**src/hdl/btg_pkg.sv**
```systemverilog
package btg_pkg;

  // ----------------------------------------------------------------
  // Register numbers
  // ----------------------------------------------------------------
  localparam logic [7:0] ADDR_LEFT_CTRL  = 8'h47;
  localparam logic [7:0] ADDR_RIGHT_CTRL = 8'h48;
  localparam logic [7:0] ADDR_LEN_HIGH   = 8'h49;
  localparam logic [7:0] ADDR_LEN_MID    = 8'h4A;
  localparam logic [7:0] ADDR_LEN_LOW    = 8'h4B;
  localparam logic [7:0] ADDR_SIN_HIGH   = 8'h4C;
  localparam logic [7:0] ADDR_SIN_LOW    = 8'h4D;
  localparam logic [7:0] ADDR_COS_HIGH   = 8'h4E;
  localparam logic [7:0] ADDR_COS_LOW    = 8'h4F;

  // ----------------------------------------------------------------
  // Reset values
  // ----------------------------------------------------------------
  localparam logic [7:0] RST_LEFT_CTRL   = 8'h00;
  localparam logic [7:0] RST_RIGHT_CTRL  = 8'h00;
  localparam logic [7:0] RST_LEN_HIGH    = 8'h00;
  localparam logic [7:0] RST_LEN_MID     = 8'h00;
  localparam logic [7:0] RST_LEN_LOW     = 8'hEE;
  localparam logic [7:0] RST_SIN_HIGH    = 8'h10;
  localparam logic [7:0] RST_SIN_LOW     = 8'hD8;
  localparam logic [7:0] RST_COS_HIGH    = 8'h7E;
  localparam logic [7:0] RST_COS_LOW     = 8'hE3;
  localparam logic [7:0] READ_UNMAPPED   = 8'h00;

  // ----------------------------------------------------------------
  // Field layout
  // ----------------------------------------------------------------
  localparam int         CTRL_EN_BIT     = 7;
  localparam int         VOL_MSB         = 5;
  localparam int         LINK_MSB        = 7;
  localparam int         LINK_LSB        = 6;
  localparam logic [1:0] LINK_R2L        = 2'h1;
  localparam logic [1:0] LINK_L2R        = 2'h2;
  localparam logic [5:0] VOL_UNITY       = 6'h02;
  localparam logic [4:0] playback_processing_block_25 = 5'h19;

  // ----------------------------------------------------------------
  // Arithmetic formats
  // ----------------------------------------------------------------
  localparam int         COS_SHIFT       = 14;  // 2*cos in Q2.14
  localparam int         GAIN_FRAC       = 14;
  localparam int         DB_PER_SHIFT    = 6;
  localparam logic [23:0] LEN_ONE        = 24'h000001;

  // ----------------------------------------------------------------
  // Sample rate divider
  // ----------------------------------------------------------------
  localparam int         SYS_CLK_HZ      = 125_000_000;
  localparam int         DAC_RATE_HZ     = 48_000;
  localparam int         DAC_DIV         = SYS_CLK_HZ / DAC_RATE_HZ;
  localparam logic [11:0] DAC_DIV_LAST   = 12'(DAC_DIV - 1);

  typedef enum logic [0:0] {
    BTG_IDLE = 1'b0,
    BTG_RUN  = 1'b1
  } btg_state_t;

endpackage

```
**src/hdl/btg_osc.sv**
```systemverilog
`timescale 1ns/100ps
module btg_osc
  import btg_pkg::*;
(
  input  wire logic               clk_sys_i,
  input  wire logic               reset_n_i,
  input  wire logic               start_i,
  input  wire logic               step_i,
  input  wire logic signed [15:0] sin_coef_i,
  input  wire logic signed [15:0] cos_coef_i,
  output logic signed [15:0]      sample_o
);

  logic signed [15:0] s1;
  logic signed [31:0] prod;
  logic signed [31:0] next_s1;

  // Two-term recursion: y[n+1] = 2cos(w) y[n] - y[n-1]
  always_comb
  begin
    prod    = 32'(cos_coef_i) * 32'(s1);
    next_s1 = (prod >>> COS_SHIFT) - 32'(sample_o);
  end

  // Start from y[0]=0, y[1]=sin(w); truncation may drift on very
  // long tones, a limitation traded for a multiplier-only datapath
  always_ff @(posedge clk_sys_i)
  begin
    if (!reset_n_i)
    begin
      sample_o <= '0;
      s1       <= '0;
    end
    else if (start_i)
    begin
      sample_o <= '0; // RQ6
      s1       <= sin_coef_i; // RQ6
    end
    else if (step_i)
    begin
      sample_o <= s1; // RQ10
      s1       <= next_s1[15:0]; // RQ9
    end
  end

endmodule // btg_osc

```
**src/hdl/btg_vol.sv**
```systemverilog
`timescale 1ns/100ps
module btg_vol
  import btg_pkg::*;
(
  input  wire logic               clk_sys_i,
  input  wire logic               reset_n_i,
  input  wire logic               step_i,
  input  wire logic [5:0]         code_i,
  input  wire logic signed [15:0] sample_i,
  output logic signed [15:0]      sample_o
);

  logic [5:0]         octave;
  logic [5:0]         fine;
  logic signed [15:0] mant;
  logic signed [31:0] prod;
  logic signed [31:0] scaled;

  // Code n is 2-n dB: a 6 dB octave shift plus a fine mantissa
  always_comb
  begin
    octave = code_i / 6'(DB_PER_SHIFT);
    fine   = code_i % 6'(DB_PER_SHIFT);
    case (fine)
      6'h00:   mant = 16'sh5092; // +2 dB
      6'h01:   mant = 16'sh47CF; // +1 dB
      6'h02:   mant = 16'sh4000; //  0 dB
      6'h03:   mant = 16'sh390A; // -1 dB
      6'h04:   mant = 16'sh32D6; // -2 dB
      default: mant = 16'sh2D4F; // -3 dB
    endcase
    prod   = 32'(sample_i) * 32'(mant);
    scaled = prod >>> (GAIN_FRAC + int'(octave));
  end

  // Gain above unity can exceed full scale, so saturate
  always_ff @(posedge clk_sys_i)
  begin
    if (!reset_n_i)
      sample_o <= '0;
    else if (step_i)
    begin
      if (scaled > 32'sd32767)
        sample_o <= 16'sh7FFF; // RQ2
      else if (scaled < -32'sd32768)
        sample_o <= 16'sh8000; // RQ2
      else
        sample_o <= scaled[15:0]; // RQ3
    end
  end
endmodule // btg_vol

```
**src/hdl/btg_tone_gen.sv**
```systemverilog
`timescale 1ns/100ps
//
// Function
// [RQ1] Writing enable 1 starts the tone; it self-clears at end; writing 0 stops.
// [RQ2] Left volume code n gives 2-n dB, 1 dB steps, down to -61 dB.
// [RQ3] Right volume uses the same 1 dB step encoding as the left.
// [RQ4] Link 01: left uses right volume; 10: right uses left; else independent.
// [RQ5] Tone lasts the 24-bit sample count; low byte resets to EE.
// [RQ6] Sine coefficient, two bytes, resets to 10D8, seeds the oscillator.
// [RQ7] Tone is produced only when playback uses processing block 25.
// [RQ8] Software writes only the reset value into reserved control bit 6.
// [RQ9] Cosine coefficient, two bytes, resets to 7EE3, drives the recursion.
// [RQ10] Each sample while enabled: step oscillator, count down, clear at zero.
//
module btg_tone_gen
  import btg_pkg::*;
(
  input  wire logic        clk_sys_i,
  input  wire logic        reset_n_i,
  input  wire logic [7:0]  reg_addr_i,
  input  wire logic [7:0]  reg_wdata_i,
  input  wire logic        reg_wr_i,
  input  wire logic        reg_rd_i,
  output logic [7:0]       reg_rdata_o,
  input  wire logic [4:0]  playback_block_i,
  output logic [15:0]      tone_left_o,
  output logic [15:0]      tone_right_o,
  output logic             tone_valid_o,
  output logic             tone_active_o
);

  // ----------------------------------------------------------------
  // Register bank
  // ----------------------------------------------------------------
  logic [6:0]  left_tone_control;
  logic [7:0]  right_tone_control;
  logic [7:0]  tone_length_high;
  logic [7:0]  tone_length_middle;
  logic [7:0]  tone_length_low;
  logic [7:0]  tone_sine_coef_high;
  logic [7:0]  tone_sine_coef_low;
  logic [7:0]  tone_cos_coef_high;
  logic [7:0]  tone_cos_coef_low;

  btg_state_t  state;
  logic [23:0] remaining;
  logic [11:0] div_cnt;
  logic        tick;
  logic        in_mode;
  logic        step;
  logic        ctrl_wr;
  logic        start;
  logic        last;
  logic [23:0] length;
  logic [5:0]  gain_code [2];
  logic signed [15:0] osc_sample;
  logic signed [15:0] chan_out [2];

  assign ctrl_wr = reg_wr_i && reg_addr_i == ADDR_LEFT_CTRL;
  assign start   = ctrl_wr && reg_wdata_i[CTRL_EN_BIT];
  assign length  = {tone_length_high, tone_length_middle, tone_length_low};
  assign in_mode = playback_block_i == playback_processing_block_25;
  assign step    = tick && state == BTG_RUN && in_mode; // RQ7
  assign last    = remaining <= LEN_ONE;

  always_ff @(posedge clk_sys_i)
  begin
    if (!reset_n_i)
    begin
      left_tone_control   <= RST_LEFT_CTRL[6:0];
      right_tone_control  <= RST_RIGHT_CTRL;
      tone_length_high    <= RST_LEN_HIGH;
      tone_length_middle  <= RST_LEN_MID;
      tone_length_low     <= RST_LEN_LOW; // RQ5
      tone_sine_coef_high <= RST_SIN_HIGH; // RQ6
      tone_sine_coef_low  <= RST_SIN_LOW; // RQ6
      tone_cos_coef_high  <= RST_COS_HIGH; // RQ9
      tone_cos_coef_low   <= RST_COS_LOW; // RQ9
    end
    else if (reg_wr_i)
    begin
      case (reg_addr_i)
        // Bit 6 is stored as written; software keeps it at zero
        ADDR_LEFT_CTRL:  left_tone_control   <= reg_wdata_i[6:0]; // RQ8
        ADDR_RIGHT_CTRL: right_tone_control  <= reg_wdata_i;
        ADDR_LEN_HIGH:   tone_length_high    <= reg_wdata_i;
        ADDR_LEN_MID:    tone_length_middle  <= reg_wdata_i;
        ADDR_LEN_LOW:    tone_length_low     <= reg_wdata_i;
        ADDR_SIN_HIGH:   tone_sine_coef_high <= reg_wdata_i;
        ADDR_SIN_LOW:    tone_sine_coef_low  <= reg_wdata_i;
        ADDR_COS_HIGH:   tone_cos_coef_high  <= reg_wdata_i;
        ADDR_COS_LOW:    tone_cos_coef_low   <= reg_wdata_i;
        default:         ;
      endcase
    end
  end

  always_ff @(posedge clk_sys_i)
  begin
    if (!reset_n_i)
      reg_rdata_o <= READ_UNMAPPED;
    else if (reg_rd_i)
    begin
      case (reg_addr_i)
        ADDR_LEFT_CTRL:  reg_rdata_o <= {state == BTG_RUN,
                                         left_tone_control}; // RQ1
        ADDR_RIGHT_CTRL: reg_rdata_o <= right_tone_control;
        ADDR_LEN_HIGH:   reg_rdata_o <= tone_length_high;
        ADDR_LEN_MID:    reg_rdata_o <= tone_length_middle;
        ADDR_LEN_LOW:    reg_rdata_o <= tone_length_low;
        ADDR_SIN_HIGH:   reg_rdata_o <= tone_sine_coef_high;
        ADDR_SIN_LOW:    reg_rdata_o <= tone_sine_coef_low;
        ADDR_COS_HIGH:   reg_rdata_o <= tone_cos_coef_high;
        ADDR_COS_LOW:    reg_rdata_o <= tone_cos_coef_low;
        default:         reg_rdata_o <= READ_UNMAPPED;
      endcase
    end
  end

  // ----------------------------------------------------------------
  // DAC sample rate enable
  // ----------------------------------------------------------------
  always_ff @(posedge clk_sys_i)
  begin
    if (!reset_n_i)
      div_cnt <= '0;
    else if (div_cnt == DAC_DIV_LAST)
      div_cnt <= '0;
    else
      div_cnt <= div_cnt + 12'h001;
  end

  assign tick = div_cnt == DAC_DIV_LAST;

  // ----------------------------------------------------------------
  // Tone sequencing
  // ----------------------------------------------------------------
  // A software write wins over the self-clear in the same cycle, so a
  // restart issued just as a tone ends is never lost
  always_ff @(posedge clk_sys_i)
  begin
    if (!reset_n_i)
      state <= BTG_IDLE;
    else if (ctrl_wr)
      state <= reg_wdata_i[CTRL_EN_BIT] ? BTG_RUN : BTG_IDLE; // RQ1
    else
    begin
      case (state)
        BTG_IDLE: state <= BTG_IDLE;
        BTG_RUN:
          if (step && last)
            state <= BTG_IDLE; // RQ1
        default:  state <= BTG_IDLE;
      endcase
    end
  end

  // Outside block 25 the count is frozen, not lost
  always_ff @(posedge clk_sys_i)
  begin
    if (!reset_n_i)
      remaining <= '0;
    else if (start)
      remaining <= length; // RQ5
    else if (step && !last)
      remaining <= remaining - LEN_ONE; // RQ10
  end

  always_ff @(posedge clk_sys_i)
  begin
    if (!reset_n_i)
      tone_valid_o <= 1'b0;
    else
      tone_valid_o <= step; // RQ7
  end

  assign tone_active_o = state == BTG_RUN;

  // ----------------------------------------------------------------
  // Volume linking and datapath
  // ----------------------------------------------------------------
  always_comb
  begin
    case (right_tone_control[LINK_MSB:LINK_LSB])
      LINK_R2L:
      begin
        gain_code[0] = right_tone_control[VOL_MSB:0]; // RQ4
        gain_code[1] = right_tone_control[VOL_MSB:0];
      end
      LINK_L2R:
      begin
        gain_code[0] = left_tone_control[VOL_MSB:0];
        gain_code[1] = left_tone_control[VOL_MSB:0]; // RQ4
      end
      default:
      begin
        gain_code[0] = left_tone_control[VOL_MSB:0];
        gain_code[1] = right_tone_control[VOL_MSB:0];
      end
    endcase
  end

  btg_osc u_osc (
    .clk_sys_i  (clk_sys_i),
    .reset_n_i  (reset_n_i),
    .start_i    (start),
    .step_i     (step),
    .sin_coef_i ({tone_sine_coef_high, tone_sine_coef_low}),
    .cos_coef_i ({tone_cos_coef_high, tone_cos_coef_low}),
    .sample_o   (osc_sample)
  );

  for (genvar ch = 0; ch < 2; ch++)
  begin : g_chan
    btg_vol u_vol (
      .clk_sys_i (clk_sys_i),
      .reset_n_i (reset_n_i),
      .step_i    (step),
      .code_i    (gain_code[ch]),
      .sample_i  (osc_sample),
      .sample_o  (chan_out[ch])
    );
  end

  assign tone_left_o  = chan_out[0];
  assign tone_right_o = chan_out[1];
endmodule // btg_tone_gen

```
**config.mk**
```make
export PLATFORM = sky130hd
export DESIGN_NAME = btg_tone_gen
export DESIGN_NICKNAME = d
export VERILOG_FILES = /design/src/hdl/btg_pkg.sv /design/src/hdl/btg_osc.sv /design/src/hdl/btg_vol.sv /design/src/hdl/btg_tone_gen.sv
export SDC_FILE = /design/constraint.sdc
export NUM_CORES = 2
export LEC_CHECK = 0
export BUFFER_PORTS_ARGS = -buffer_cell sky130_fd_sc_hd__buf_2
export CAP_MARGIN = 20
export CORE_ASPECT_RATIO = 1.1
export CORE_UTILIZATION = 40
export CTS_BUF_LIST = sky130_fd_sc_hd__clkbuf_4
export DETAILED_ROUTE_END_ITERATION = 10
export PLACE_DENSITY = 0.67
export SYNTH_ARGS = -nofsm -noshare
export SYNTH_HDL_FRONTEND = slang
export SYNTH_SLANG_ARGS = --single-unit
```
**constraint.sdc**
```tcl
create_clock -name clk_sys_i -period 11.7 [get_ports clk_sys_i]
set_input_delay 2.34 -clock clk_sys_i [delete_from_list [all_inputs] [get_ports clk_sys_i]]
set_output_delay 2.34 -clock clk_sys_i [all_outputs]
set_load 0.01 [all_outputs]
```
==> reports/qor.txt <==
GRT Overall Usage = 0.227
Final hold violation count = 0
Count of cell types in the netlist = 110
Clock share of power = 0.374
Tightest Pin Transition = 1080 ps
Non-Filler Instances = 6153
Syn Std Cell Area = 0.0408 mm^2
RR Startpoint = right_tone_control[6]$_SDFFE_PN0P_
Via/cell ratio = 5.44
P_int = 0.000762 W
Crit Path Category = register to register
Psw = 0.000329 W
Fmax = 90.1 MHz
Reg2Reg Setup Slack = 600 ps
Drt drc = 0
Startpoint types = register
Crit path from = right_tone_control[6]$_SDFFE_PN0P_
Hold Path Sink = g_chan[1].u_vol.sample_o[15]$_SDFFE_PN0P_
Worst EP required = 12370 ps
Initial Util = 0.405
Core Box Area = 0.101 mm^2
Slew Viols, Final = 0
PwrDens = 25.4 mW/mm^2
CTS Buf Count = 17
Post-synth top area cell = fa_1
Slew margin rel. = 0.281
Synth async-reset ratio = 0
CTS tree = yes
Fin Setup TNS = 0 ps
Post-synth top cells = 925 x inv_1, 696 x fa_1, 641 x nand2_1
R2R Path End = g_chan[0].u_vol.sample_o[5]$_SDFFE_PN0P_
Cell count of the worst hold path = 2
Clock skew = 36.3 ps
Root buffer cell = clkbuf_4
Placed insts = 6112
Switching Fraction = 0.301
Die W = 306 um
Status = finished clean
H-tree depth = 4
Syn Nets = 5922
Syn Inst Count = 4893
Wirelength, routed = 114 mm
Synthesis-stage register bit count = 181
# rows = 122
P&R area growth vs syn = 5.43%
Warnings from Yosys = 0
TritonRoute pass-1 iters = 8
CP max-delay cell = fa_1
Final period util = 0.949
Max incr delay on CP = 530 ps
Maximum VDD drop = 0.0000610 V
Io pins = 67
# nets final = 5865
Sink Count = 181
GPL Wtd Cong = 0.965
Seq/Total Area, Yosys = 0.0889
Worst r2r path cells = 41
Clock buffer depth = 2
First-pass GRT wire length = 186 mm
Antenna violations before repair = 5
Vias = 33494
Die Y = 337 um
Top_reg_cell synth = dfxtp_1
Critical path's most frequent cell = inv_1
Vias in the first global route = 34091
Critical Path AT = 11770 ps
Gr ovfl total = 0
Final setup violation count = 0
Critical path peak fanout = 12
Worst skew pair latency = 760 ps
Fraction of layout cells with a size suffix above 1 = 0.0676
Count leader, synth = inv_1
Clock-pin slew on the worst setup and hold paths = 180 ps
HPWL Detailed = 92.2 mm
Die area = 0.103 mm^2
Hold slack = 495 ps
Leak pwr = 21.4 nW
Port-buffer cells = 66
Drt first-iter violations = 2557
Fin crit period = 11100 ps
Post-route ant nets = 0
Synth top area cells = fa_1 34%, ha_1 9.5%, dfxtp_1 8.9%, inv_1 8.5%, nand2_1 5.9%
Max_cap viols = 0
Post-synth EDFFs = 0
Post-CTS Hold Buffers = 0
Post-synth top area share = 0.342
Largest net degree at the start of global routing = 89
Hold path start = g_chan[1].u_vol.sample_o[15]$_SDFFE_PN0P_
Logic pwr share = 0.057
Final Util = 0.427
Drt wl/cell = 18.5 um
Hold crit path type = register to register
Sequential Power Share = 0.569
Worst setup EP type = register
Syn Area/Cell = 8.33 um^2
==> placed cells by master, fill, tap and decap left out, types with 24 or more instances in the layout <==
cell type / count
xor2_1: 41
nor2_1: 324
nand2b_1: 27
buf_4: 98
nor3_1: 65
nand3_1: 75
mux2_2: 24
mux2i_1: 93
a311oi_1: 24
ha_1: 306
fa_1: 695
buf_2: 66
a21oi_1: 217
a211oi_1: 46
xnor2_1: 92
o211ai_1: 38
o21ai_0: 117
a21o_1: 41
inv_1: 925
and2_1: 210
nand2_1: 641
dfxtp_1: 181
a31oi_1: 24
==> power groups by stage <==
stage	Sequential [W]	Clock, W	Combinational [W]
global route	0.000621	0.000441	0.0000670
floorplan	0.000633	0	0.0000416
global placement	0.000633	0	0.0000606
finish	0.000621	0.000408	0.0000621
CTS	0.000621	0.000416	0.0000609
detailed placement	0.000634	0	0.0000606
==> layer usage <==
layer	track usage	share of wire	routed length, um
met4	0.0645	0.029	3300
met2	0.372	0.47	53400
met3	0.0387	0.075	8580
met5	0	0.00011	13
met1	0.308	0.43	48500
==> registers in the layout, summed over array words and instances (netlist names), 12 cells and up <==
signal and count:
g_chan.u_vol.sample_o 32, u_osc.s1 16, u_osc.sample_o 16, div_cnt 12, remaining 24
==> worst max-delay path by stage <==
stage	depth (start not counted)	endpoint	slack, ps
after CTS	40	g_chan[0].u_vol.sample_o[7]$_SDFFE_PN0P_	200
after detailed placement	34	g_chan[0].u_vol.sample_o[3]$_SDFFE_PN0P_	270
after floorplan	39	g_chan[0].u_vol.sample_o[10]$_SDFFE_PN0P_	950
final	41	g_chan[0].u_vol.sample_o[5]$_SDFFE_PN0P_	600
after global routing	42	g_chan[0].u_vol.sample_o[5]$_SDFFE_PN0P_	-20
after global placement	42	g_chan[1].u_vol.sample_o[5]$_SDFFE_PN0P_	410
==> through the flow <==
stage | cell area (um^2) | total power [W] | worst slack, ps
final | 43000 | 0.00109 | 600
after global routing | 43000 | 0.00113 | -22.0
after CTS | 42800 | 0.00110 | 204
after detailed placement | 42500 | 0.000694 | 274
after global placement | 42500 | 0.000694 | 409
after floorplan | 40800 | 0.000674 | 953
==> repair_timing <==
item	4_1_cts	5_1_grt
resized for setup	0	27
buffers inserted	0	7
endpoints found under the setup margin	0	30
==> cells by family after synthesis <==
logic type / count (synthesis) / share of synthesized area
simple gates: 1488 / 0.167
buf+inv: 1174 / 0.111
fa+ha+maj: 1005 / 0.437
compound gates: 780 / 0.133
flops: 181 / 0.0889
xor+xnor: 138 / 0.0297
mux: 127 / 0.0345
==> layout make-up <==
| class | count | area [um^2] |
|---|---|---|
| sequential | 181 | 3620 |
| clock inverter | 15 | 194 |
| inverter | 933 | 3500 |
| multi-input combinational | 3538 | 32800 |
| fill | 10043 | 57800 |
| timing repair buffer | 165 | 1090 |
| clock buffer | 17 | 128 |
| antenna | 2 | 5.00 |
| tap | 1302 | 1630 |
==> critical path, delay by kind of cell (launching register included) <==
family,cells,cell delay [ps]
buf+inv,10,1000
flops,1,420
simple gates,10,2390
fa+ha+maj,9,4250
compound gates,12,2970
(Power assumes the default switching activity.)
